$ cat src/include/torque_limit_consts.svh
`ifndef TORQUE_LIMIT_CONSTS_SVH
`define TORQUE_LIMIT_CONSTS_SVH

// register byte addresses
`define ADDR_CTRL 8'h00
`define ADDR_INT_FWD 8'h04
`define ADDR_INT_REV 8'h08
`define ADDR_EXT_FWD 8'h0c
`define ADDR_EXT_REV 8'h10
`define ADDR_GAIN 8'h14
`define ADDR_IN_MAP 8'h18
`define ADDR_OUT_MAP 8'h1c
`define ADDR_MAX_TRQ 8'h20
`define ADDR_STATE 8'h24
`define ADDR_LIMITS 8'h28
`define ADDR_IRQ_STAT 8'h2c
`define ADDR_IRQ_CLR 8'h30
`define ADDR_IRQ_EN 8'h34

// field positions
`define CTRL_COMB_BIT 0
`define CTRL_DUAL_BIT 1
`define CTRL_AXIS_B_BIT 2
`define IN_MAP_REV_LSB 8
`define OUT_MAP_EN_BIT 8
`define LIMITS_REV_LSB 16
`define IRQ_LIMIT_BIT 0
`define IRQ_FWD_BIT 1
`define IRQ_REV_BIT 2

// reset values and scaling constants; limit values in percent of rated torque
`define RST_INT_LIMIT 9'h12c
`define RST_EXT_LIMIT 9'h064
`define RST_MAX_TRQ 9'h12c
`define PCT_CEIL 9'h12c
`define RST_GAIN 16'h0100
`define GAIN_SHIFT 8
`define RST_FWD_MASK 8'h40
`define RST_REV_MASK 8'h80
`define RST_OUT_SEL 2'h0

// timing
`define CLK_PERIOD_NS 20
`define CTRL_PERIOD_NS 1000
`define CTRL_DIV (`CTRL_PERIOD_NS / `CLK_PERIOD_NS)

`endif

$ cat src/include/torque_limit_pkg.sv
package torque_limit_pkg;
	typedef logic [8:0] pct_t;

	typedef struct packed {
		pct_t intl;
		pct_t ext;
	} dir_cfg_t;

	typedef struct packed {
		logic axis_b;
		logic dual_axis;
		logic comb;
	} ctrl_t;

	typedef struct packed {
		logic [7:0] rev_mask;
		logic [7:0] fwd_mask;
		logic out_en;
		logic [1:0] out_sel;
	} term_map_t;
endpackage

$ cat src/limit_pick.sv
`timescale 1ns/100ps
`default_nettype none
`include "torque_limit_consts.svh"

module limit_pick (
	// clock and reset
	input wire logic core_clk,
	input wire logic rst,
	// selection inputs
	input wire logic tick,
	input wire logic req_on,
	input wire logic comb,
	input wire torque_limit_pkg::dir_cfg_t cfg,
	input wire torque_limit_pkg::pct_t ana_pct,
	input wire torque_limit_pkg::pct_t cap,
	// chosen limit
	output torque_limit_pkg::pct_t limit
);
	import torque_limit_pkg::*;

	function automatic pct_t pct_min(input pct_t a, input pct_t b);
		pct_min = (a < b) ? a : b;
	endfunction

	wire pct_t sel_plain = req_on ? pct_min(cfg.intl, cfg.ext) : cfg.intl;
	wire pct_t sel_comb = req_on ? pct_min(ana_pct, cfg.ext) : pct_min(cfg.intl, ana_pct);
	wire pct_t sel = comb ? sel_comb : sel_plain;
	wire pct_t next_limit = pct_min(sel, cap);

	always_ff @(posedge core_clk) begin
		if (rst) begin
			limit <= `RST_INT_LIMIT;
		end else if (tick) begin
			limit <= next_limit;
		end
	end
endmodule // limit_pick

`default_nettype wire

$ cat src/servo_torque_limit_select.sv
`timescale 1ns/100ps
`default_nettype none
`include "torque_limit_consts.svh"

// Operation
// - forward request on: min of internal and external forward; off: internal only.
// - reverse request on: min of internal and external reverse; off: internal only.
// - both limit request inputs are active low.
// - combined option runs external-input and analog limits together.
// - combined, request on: min of analog limit and that direction's external setting.
// - combined option routes analog input as limit source, with request on or off.
// - analog input used as limit is never also a torque command.
// - analog input is scaled by a programmable input gain.
// - analog input exists on first axis only; second axis ignores it.
// - single-axis unit uses general inputs seven and eight for the requests.
// - dual-axis unit picks request terminals from an input allocation setting.
// - functions sharing a terminal follow it; several terminals combine by OR.
// - torque-limited output low while torque is limited, high otherwise.
// - torque-limited output reaches a terminal only once one is allocated.
// - analog limit uses absolute voltage, applied to both directions.
// - limit settings are percent of rated torque, rated equals one hundred.
module servo_torque_limit_select #(
	parameter int CTRL_DIV = `CTRL_DIV
) (
	// clock and reset
	input wire logic core_clk,
	input wire logic rst,
	// register port
	input wire logic [7:0] addr,
	input wire logic [31:0] wr_data,
	input wire logic wr_en,
	input wire logic rd_en,
	output logic [31:0] rd_data,
	// input terminals and analog
	input wire logic [7:0] gp_in_n,
	input wire logic [15:0] analog_ch2_pos,
	input wire logic [15:0] torque_demand,
	// output terminals
	output logic [3:0] out_term_n,
	// limits and command to the current loop
	output torque_limit_pkg::pct_t fwd_limit,
	output torque_limit_pkg::pct_t rev_limit,
	output logic [15:0] torque_cmd,
	// interrupt
	output logic irq
);
	import torque_limit_pkg::*;

	ctrl_t ctrl;
	dir_cfg_t fwd_cfg;
	dir_cfg_t rev_cfg;
	term_map_t tmap;
	logic [15:0] gain;
	pct_t max_trq;
	logic [2:0] irq_stat;
	logic [2:0] irq_en;
	logic [15:0] div_cnt;
	logic tick;
	logic fwd_on_q;
	logic rev_on_q;
	logic torque_limited_n;

	function automatic logic hit(input logic [7:0] a);
		hit = wr_en && (addr == a);
	endfunction

	// control cycle divider
	wire logic div_end = (div_cnt == 16'(CTRL_DIV - 1));

	always_ff @(posedge core_clk) begin
		if (rst) begin
			div_cnt <= 16'h0000;
			tick <= 1'b0;
		end else begin
			div_cnt <= div_end ? 16'h0000 : div_cnt + 16'h0001;
			tick <= div_end;
		end
	end

	// register writes
	always_ff @(posedge core_clk) begin
		if (rst) begin
			ctrl <= '0;
			fwd_cfg <= {`RST_INT_LIMIT, `RST_EXT_LIMIT};
			rev_cfg <= {`RST_INT_LIMIT, `RST_EXT_LIMIT};
			gain <= `RST_GAIN;
			tmap <= {`RST_REV_MASK, `RST_FWD_MASK, 1'b0, `RST_OUT_SEL};
			max_trq <= `RST_MAX_TRQ;
			irq_en <= 3'h0;
		end else begin
			if (hit(`ADDR_CTRL)) begin
				ctrl <= {wr_data[`CTRL_AXIS_B_BIT], wr_data[`CTRL_DUAL_BIT], wr_data[`CTRL_COMB_BIT]};
			end
			if (hit(`ADDR_INT_FWD)) begin
				fwd_cfg.intl <= wr_data[8:0];
			end
			if (hit(`ADDR_INT_REV)) begin
				rev_cfg.intl <= wr_data[8:0];
			end
			if (hit(`ADDR_EXT_FWD)) begin
				fwd_cfg.ext <= wr_data[8:0];
			end
			if (hit(`ADDR_EXT_REV)) begin
				rev_cfg.ext <= wr_data[8:0];
			end
			if (hit(`ADDR_GAIN)) begin
				gain <= wr_data[15:0];
			end
			if (hit(`ADDR_IN_MAP)) begin
				tmap.fwd_mask <= wr_data[7:0];
				tmap.rev_mask <= wr_data[`IN_MAP_REV_LSB +: 8];
			end
			if (hit(`ADDR_OUT_MAP)) begin
				tmap.out_sel <= wr_data[1:0];
				tmap.out_en <= wr_data[`OUT_MAP_EN_BIT];
			end
			if (hit(`ADDR_MAX_TRQ)) begin
				max_trq <= wr_data[8:0];
			end
			if (hit(`ADDR_IRQ_EN)) begin
				irq_en <= wr_data[2:0];
			end
		end
	end

	// terminal mapping: fixed seven/eight on single axis, allocated on dual axis
	wire logic [7:0] fwd_mask = ctrl.dual_axis ? tmap.fwd_mask : `RST_FWD_MASK;
	wire logic [7:0] rev_mask = ctrl.dual_axis ? tmap.rev_mask : `RST_REV_MASK;
	// low level is on; any mapped terminal on turns the function on
	wire logic fwd_on = |(~gp_in_n & fwd_mask);
	wire logic rev_on = |(~gp_in_n & rev_mask);

	// analog channel: absolute value, gain, saturate to percent
	wire logic ana_avail = !ctrl.axis_b;
	wire logic [15:0] ana_abs = analog_ch2_pos[15] ? 16'(-analog_ch2_pos) : analog_ch2_pos;
	wire logic [31:0] ana_prod = ana_abs * gain;
	wire logic [23:0] ana_scaled = ana_prod[`GAIN_SHIFT +: 24];
	wire pct_t ana_sat = (|ana_scaled[23:9]) ? 9'h1ff : ana_scaled[8:0];
	wire pct_t ana_pct = ana_avail ? ana_sat : `PCT_CEIL;
	wire logic comb_on = ctrl.comb && ana_avail;
	wire pct_t cap = (max_trq < `PCT_CEIL) ? max_trq : `PCT_CEIL;

	// signed command path when analog is not a limit source
	wire logic signed [31:0] cmd_prod = $signed(analog_ch2_pos) * $signed({1'b0, gain[14:0]});
	wire logic [15:0] next_torque_cmd = (ctrl.comb || !ana_avail) ? 16'h0000 :
		16'(cmd_prod[`GAIN_SHIFT +: 16]);

	generate
		for (genvar d = 0; d < 2; d++) begin : g_dir
			pct_t lim;
			limit_pick u_pick (
				.core_clk(core_clk),
				.rst(rst),
				.tick(tick),
				.req_on(d == 0 ? fwd_on : rev_on),
				.comb(comb_on),
				.cfg(d == 0 ? fwd_cfg : rev_cfg),
				.ana_pct(ana_pct),
				.cap(cap),
				.limit(lim)
			);
		end
	endgenerate

	assign fwd_limit = g_dir[0].lim;
	assign rev_limit = g_dir[1].lim;

	// limited when demand reaches the active limit in its direction
	wire logic signed [15:0] dem = $signed(torque_demand);
	wire logic signed [15:0] fwd_s = $signed({7'h00, fwd_limit});
	wire logic signed [15:0] rev_s = -$signed({7'h00, rev_limit});
	wire logic at_limit = (dem >= fwd_s && !dem[15]) || (dem <= rev_s && dem[15]);

	// events
	wire logic ev_limit = tick && at_limit && torque_limited_n;
	wire logic ev_fwd = tick && fwd_on && !fwd_on_q;
	wire logic ev_rev = tick && rev_on && !rev_on_q;
	wire logic [2:0] ev = {ev_rev, ev_fwd, ev_limit};
	wire logic [2:0] irq_clr = (wr_en && addr == `ADDR_IRQ_CLR) ? wr_data[2:0] : 3'h0;

	always_ff @(posedge core_clk) begin
		if (rst) begin
			torque_limited_n <= 1'b1;
			fwd_on_q <= 1'b0;
			rev_on_q <= 1'b0;
			irq_stat <= 3'h0;
			irq <= 1'b0;
			torque_cmd <= 16'h0000;
		end else begin
			if (tick) begin
				torque_limited_n <= !at_limit;
				fwd_on_q <= fwd_on;
				rev_on_q <= rev_on;
			end
			irq_stat <= (irq_stat & ~irq_clr) | ev;
			irq <= |(irq_stat & irq_en);
			torque_cmd <= next_torque_cmd;
		end
	end

	// output terminals: idle high, allocated one carries the limited flag
	wire logic [3:0] next_out_term_n;
	generate
		for (genvar t = 0; t < 4; t++) begin : g_out
			assign next_out_term_n[t] = (tmap.out_en && tmap.out_sel == 2'(t)) ?
				torque_limited_n : 1'b1;
		end
	endgenerate

	always_ff @(posedge core_clk) begin
		if (rst) begin
			out_term_n <= 4'hf;
		end else begin
			out_term_n <= next_out_term_n;
		end
	end

	// read mux
	logic [31:0] rd_mux;
	always_comb begin
		rd_mux = 32'h0000_0000;
		case (addr)
			`ADDR_CTRL: rd_mux = {29'h0, ctrl};
			`ADDR_INT_FWD: rd_mux = {23'h0, fwd_cfg.intl};
			`ADDR_INT_REV: rd_mux = {23'h0, rev_cfg.intl};
			`ADDR_EXT_FWD: rd_mux = {23'h0, fwd_cfg.ext};
			`ADDR_EXT_REV: rd_mux = {23'h0, rev_cfg.ext};
			`ADDR_GAIN: rd_mux = {16'h0, gain};
			`ADDR_IN_MAP: rd_mux = {16'h0, tmap.rev_mask, tmap.fwd_mask};
			`ADDR_OUT_MAP: rd_mux = {23'h0, tmap.out_en, 6'h0, tmap.out_sel};
			`ADDR_MAX_TRQ: rd_mux = {23'h0, max_trq};
			`ADDR_STATE: rd_mux = {29'h0, !torque_limited_n, rev_on_q, fwd_on_q};
			`ADDR_LIMITS: rd_mux = {7'h0, rev_limit, 7'h0, fwd_limit};
			`ADDR_IRQ_STAT: rd_mux = {29'h0, irq_stat};
			`ADDR_IRQ_EN: rd_mux = {29'h0, irq_en};
			default: rd_mux = 32'h0000_0000;
		endcase
	end

	always_ff @(posedge core_clk) begin
		if (rst) begin
			rd_data <= 32'h0000_0000;
		end else begin
			rd_data <= rd_en ? rd_mux : 32'h0000_0000;
		end
	end
endmodule // servo_torque_limit_select

`default_nettype wire

$ cat config.mk
export PLATFORM = sky130hd
export DESIGN_NAME = servo_torque_limit_select
export DESIGN_NICKNAME = d
export VERILOG_FILES = /design/src/include/torque_limit_pkg.sv /design/src/limit_pick.sv /design/src/servo_torque_limit_select.sv
export VERILOG_INCLUDE_DIRS = /design/src /design/src/include
export SDC_FILE = /design/constraint.sdc
export NUM_CORES = 2
export LEC_CHECK = 0
export BUFFER_PORTS_ARGS = -buffer_cell sky130_fd_sc_hd__buf_2
export CORE_UTILIZATION = 51
export CTS_BUF_LIST = sky130_fd_sc_hd__clkbuf_4 sky130_fd_sc_hd__clkbuf_8
export DETAILED_ROUTE_END_ITERATION = 6
export PLACE_DENSITY_LB_ADDON = 0.15
export SLEW_MARGIN = 20
export SYNTH_ARGS = -nofsm -noshare
export SYNTH_HDL_FRONTEND = slang
export SYNTH_SLANG_ARGS = --single-unit
export TNS_END_PERCENT = 20
$ cat constraint.sdc
create_clock -name core_clk -period 18.9 [get_ports core_clk]
set_clock_uncertainty 0.1 [all_clocks]
set_input_delay 0 -clock core_clk [delete_from_list [all_inputs] [get_ports core_clk]]
set_output_delay 0 -clock core_clk [all_outputs]
set_load 0.01 [all_outputs]
# After elaboration in Yosys (flattened, before gate mapping)
# Cells that the tools add are included.
dict set report classes {
  n_shift 0
  mul 2
  magnitude_cmp 11
  reduce_logical 45
  n_addsub 3
  bitwise 12
  div_mod_pow 0
  mux 22
  eq_ne 17
}
# cell n
set ops {}
lappend ops {{$pmux W25 S13} 1}
lappend ops {{$mux W9} 17}
lappend ops {{$lt A9 B9 Y1} 8}
lappend ops {{$eq A8 B6 Y1 const B} 6}
lappend ops {{$eq A8 B5 Y1 const B} 4}
lappend ops {{$mul A16 B16 Y32} 1}
lappend ops {{$logic_and A1 B1 Y1} 24}
lappend ops {{$mul A16 B16 Y24} 1}
lappend ops {{$add A16 B1 Y16 const B} 1}
lappend ops {{$and A8 B8 Y8} 2}
lappend ops {{$eq A16 B6 Y1 const B} 1}
lappend ops {{$eq A8 B4 Y1 const B} 2}
lappend ops {{$ge A16 B10 Y1} 1}
lappend ops {{$le A16 B16 Y1} 1}
lappend ops {{$mux W16} 1}
lappend ops {{$mux W8} 2}
lappend ops {{$neg A16 Y16} 1}
lappend ops {{$neg A9 Y16} 1}
lappend ops {{$reduce_or A8 Y1} 2}
lappend ops {{$reduce_or A15 Y1} 1}
lappend ops {{$reduce_or A2 Y1} 7}
lappend ops {{$lt A9 B9 Y1 const B} 1}
lappend ops {{$eq A8 B3 Y1 const B} 1}
lappend ops {{$logic_not A8 Y1} 1}
lappend ops {{other kinds (12)} 24}
dict set report totals {
  reg_bits 180
  word_cells 141
  out_inout_bits 71
  mem_bits_ro 0
  memories 0
  mem_bits_rw 0
  latchBits 0
  inputBits 84
}

# Longest topological paths before layout
dict set report logic_depth {
  word_depth 12
  depth_mapped 60
}

# Cells and area by module
# Synthesis repeated with hierarchy kept, for this count alone.
dict set report hier_totals {
  cells_unflattened 3153
  hier_area_um2 26258.9
}
# mod n_inst area_each_um2 seq_area_each_um2 cells_per_inst
set modules_own_cells {}
lappend modules_own_cells {servo_torque_limit_select 1 22655.5 3103.0 2669}
lappend modules_own_cells {limit_pick 2 1801.7 180.2 242}

# Worst setup path after synthesis
# OpenSTA, ideal clock, no wires.
dict set report synth_path {
  kind {input to register}
  startpoint {in analog_ch2_pos[4]}
  endpoint {reg g_dir[0].u_pick.limit[1]}
  setup_time_ps 87
  stages 52
  path_buffers 6
  path_slack_ps 6091
  arrival_ps 12623
  path_cell_list {clkbuf_1 or4_1 or3_1 o41ai_1 xnor2_1 clkbuf_1 nand2_1 fa_1 fa_1 inv_1 fa_1 fa_1 fa_1 inv_1 fa_1 inv_1 ha_1 clkbuf_1 [16 not listed] a21oi_1 o21ai_0 a211oi_1 or2_1 clkbuf_1 a22oi_1 o21ai_0 a21oi_1 ha_1 a21o_1 a21o_1 a21oi_1 o21ai_0 a211oi_1 a41oi_1 buf_2 a2111o_1 a221oi_2}
}
dict set report synth_via {
  elab_chain_len 12
  word_cells_on_any_way 14
  classes_between {1 x add/sub; 1 x mul; 3 x order compare; 8 x mux; 1 x reduce/logical}
}
# item line
set synth_rtl {}
lappend synth_rtl {{from (decl)} servo_torque_limit_select.sv:36} ;# input wire logic [15:0] analog_ch2_pos,
lappend synth_rtl {{$neg A16 Y16} servo_torque_limit_select.sv:135} ;# wire logic [15:0] ana_abs = analog_ch2_pos[15] ? 16'(-analog_ch2_pos) : analog_ch2_pos;
lappend synth_rtl {{$mux W16 *} servo_torque_limit_select.sv:135}
lappend synth_rtl {{$mul A16 B16 Y32 *} servo_torque_limit_select.sv:136} ;# wire logic [31:0] ana_prod = ana_abs * gain;
lappend synth_rtl {{$reduce_or A15 Y1} servo_torque_limit_select.sv:138} ;# wire pct_t ana_sat = (|ana_scaled[23:9]) ? 9'h1ff : ana_scaled[8:0];
lappend synth_rtl {{$mux W9 *} servo_torque_limit_select.sv:138}
lappend synth_rtl {{$mux W9 (no line) *} -}
lappend synth_rtl {{$lt A9 B9 Y1} limit_pick.sv:22} ;# pct_min = (a < b) ? a : b;
lappend synth_rtl {{$mux W9} limit_pick.sv:22}
lappend synth_rtl {{$mux W9 *} limit_pick.sv:26} ;# wire pct_t sel_comb = req_on ? pct_min(ana_pct, cfg.ext) : pct_min(cfg.intl, ana_pct);
lappend synth_rtl {{$mux W9 *} limit_pick.sv:27} ;# wire pct_t sel = comb ? sel_comb : sel_plain;
lappend synth_rtl {{$lt A9 B9 Y1} limit_pick.sv:22}
lappend synth_rtl {{$mux W9 *} limit_pick.sv:22}
lappend synth_rtl {{to (signal assigned)} limit_pick.sv:32} ;# limit <= `RST_INT_LIMIT;
lappend synth_rtl {{to (signal assigned)} limit_pick.sv:34} ;# limit <= next_limit;
lappend synth_rtl {{to (decl)} limit_pick.sv:17} ;# output torque_limit_pkg::pct_t limit
# Every way passes the cells marked *; elsewhere a longest branch is shown, timed or not.
# A chain may end at the register's enable or synchronous reset.

# Worst setup path after layout
dict set report layout_path {
  startpoint {in analog_ch2_pos[3]}
  endpoint {reg g_dir[0].u_pick.limit[4]}
}
# Same word-level chain as after synthesis.

==> impl_metrics.toml <==
[logic_synthesis]
muxShareOfSynthArea_pct = 1.05
synth.most_common_cell = "nand2_1"
synthCells = 3102
netlist_area_um2 = 25900
synth_edf_count = 0
synthXorXnorAreaFrac_pct = 2.77
synthAdderAreaFrac_pct = 41.0
synthTopCellsByArea = "fa_1 (29%), dfxtp_1 (13%), ha_1 (12%), nand2_1 (7.3%), inv_1 (6.7%)"
synth-seq-area-share_pct = 13.4
synth_compound_area_share_pct = 12.6
synth_commonest_cells = "nand2_1 (501), inv_1 (463), fa_1 (371)"
yosys.area_share.simple_pct = 19.9
yosysUniqueCellTypes = 86
synthFlopType = "dfxtp_1"
postSynth.asyncResetShare_pct = 0
synth.top_cell.area_share_pct = 28.7
synth_top_family_by_area = "adder cells"
syn_avg_cell_area_um2 = 8.35
synth_top_area_cell = "fa_1"
yosysWarnings = 0
ys_ff_latch = 173

[sta]
hold-worst-slack_ns = 0.0824
min_period_over_period_pct = 74.3
period_minus_slack_ns = 14.03
drv_slew = 0
clock.fmax_mhz = 71.3
finalSetupViolations = 0
final.setup.tns_ns = 0
rsz0062_at_grt = "no"
worst_pin_slew_ns = 1.18
hold_viol = 0
slew_headroom_pct = 20.9

[global_routing]
grt_pass1_wl_um = 124000
grt_util_all_layers_pct = 31.0
grt_pass1_vias = 23100
grt_max_degree = 80
grt_antenna_before_repair = 3
grt_overflow_total = 0

[setup_path]
cp.depth = 49
critical_path_peak_fanout = 20
criticalPathCategory = "input port to register"
cpLargestDelayFamily = "compound AO/OA/AOI/OAI gates"
arrival_ns = 14.39
reg2regPathDepth = 46
cpPeakStageDelay_ns = 0.62
required_ns = 19.25
critPathCaptureType = "register"
worstSetupStartpointType = "input port"
slowest_stage = "or4_1"
crit_buf_inv = 6

[floorplan]
start_util_pct = 51.6
ioPinCount = 155
fp.dieH_um = 227
die-area_um2 = 51700
coreArea_um2 = 50200
rows = 82
die_w_um = 227

[layout]
syn_to_final_growth_pct = 7.48
stdcell_area_um2 = 27800
utilization_pct = 55.5
layout.nets = 3869
stdcell_count = 3843
layout-drive-gt1-share_pct = 7.28
antenna_cells = 0

[detailed_routing]
drcViolationCount = 0
routedWlPerCell_um = 20.1
ant_nets = 0
wirelength_um = 77100
viasPerCell = 5.79
vias = 22300
first_pass_iters = 6
drt_iter0_markers = 1742

[min_path]
whs_path_depth = 5
hold_class = "input port to register"

[clocking]
htree_levels = 4
root_buffer = "clkbuf_8"
cts_tree = "yes"
clk_pin_slew_ns = 0.11
cts_sinks = 173
numCtsBuffers = 17
clk_latency_ns = 0.57
clk_path_buf_depth = 2
postCtsResizedCells = 0
postCtsHoldBufs = 30
post_cts_buffers = 0

[power_and_ir_drop]
peakVddDrop_v = 0.0000660
p_leak_nw = 12.5
power_density_nw_per_um2 = 30.2

[placed_design]
port_buffers = 131
globalplace.congestion = 0.961
dp.cells = 3781
placed_cell_area_um2 = 27100
place_hpwl_um = 59300

[job]
drv_cap = 0

[run_status]
outcome = "complete, no violations"
## cell usage in the layout (no fill, tap or decap), types with 24 or more instances in the layout
cell type,n
and2_1,193
a21o_1,37
dlygate4sd3_1,30
nor3_1,43
ha_1,256
xor2_1,27
nand3_1,64
inv_1,463
nand2_1,501
a22oi_1,24
xnor2_1,46
nand4_1,29
a211oi_1,28
fa_1,371
o211ai_1,25
o21ai_0,62
buf_4,34
nor2_1,140
buf_2,130
a21oi_1,134
dfxtp_1,173
## path summary, 6_finish.rpt
path | startpoint | end | slack (ns)
worst max register to register | gain[6] | g_dir[0].u_pick.limit[4] | 5.63
worst max-delay path | analog_ch2_pos[3] | g_dir[0].u_pick.limit[4] | 4.87
worst min register to register | fwd_cfg[4] | fwd_cfg[4] | 0.37
worst min-delay path | addr[1] | irq_en[0] | 0.08
## stage by stage
| step | setup slack (ns) | total power, mW |
|---|---|---|
| finish | 4.87 | 0.842 |
| global route | 4.06 | 0.879 |
| CTS | 4.95 | 0.846 |
| detailed placement | 4.44 | 0.546 |
| global placement | 4.63 | 0.543 |
| floorplan | 6.09 | 0.486 |
## final cells by class
| type | instances | area (µm²) |
|---|---|---|
| Timing Repair Buffer | 194 | 1210 |
| Clock inverter | 15 | 194 |
| Sequential cell | 173 | 3460 |
| Clock buffer | 17 | 234 |
| Multi-Input combinational cell | 2308 | 20200 |
| Tap cell | 672 | 841 |
| Inverter | 464 | 1740 |
| Fill cell | 4685 | 22300 |
## state kept, by name (all words and copies together), names as in the netlist, 4 cells and up
| register | count |
|---|---|
| fwd_cfg | 18 |
| tmap | 19 |
| rd_data | 25 |
| gain | 16 |
| out_term_n | 4 |
| div_cnt | 16 |
| max_trq | 9 |
| g_dir.u_pick.limit | 18 |
| torque_cmd | 16 |
| rev_cfg | 18 |
## worst min-delay path, cell delays in order
cell     delay (ns)
buf_2          0.09
or3_1          0.27
nor2_1         0.17
nand3_1        0.10
a21oi_1        0.05
## power breakdown
part           internal, mW  switching (mW)
clock network         0.113           0.184
registers             0.367         0.00175
logic                0.0583           0.117
## logic make-up after synthesis
group | after synthesis
simple gates | 1091
fa+ha+maj | 627
buf+inv | 627
compound gates | 475
flops | 173
xor+xnor | 82
mux | 26
other cells | 1
## metal layers
metal	vias to the layer above	GRT usage [%]	routed length [µm]
met5	-	0	13
met1	11100	37.7	30300
met4	2	16.3	4100
met2	848	53.1	38100
met3	197	4.39	4570
li1	10100	-	-
(Power assumes the default switching activity.)
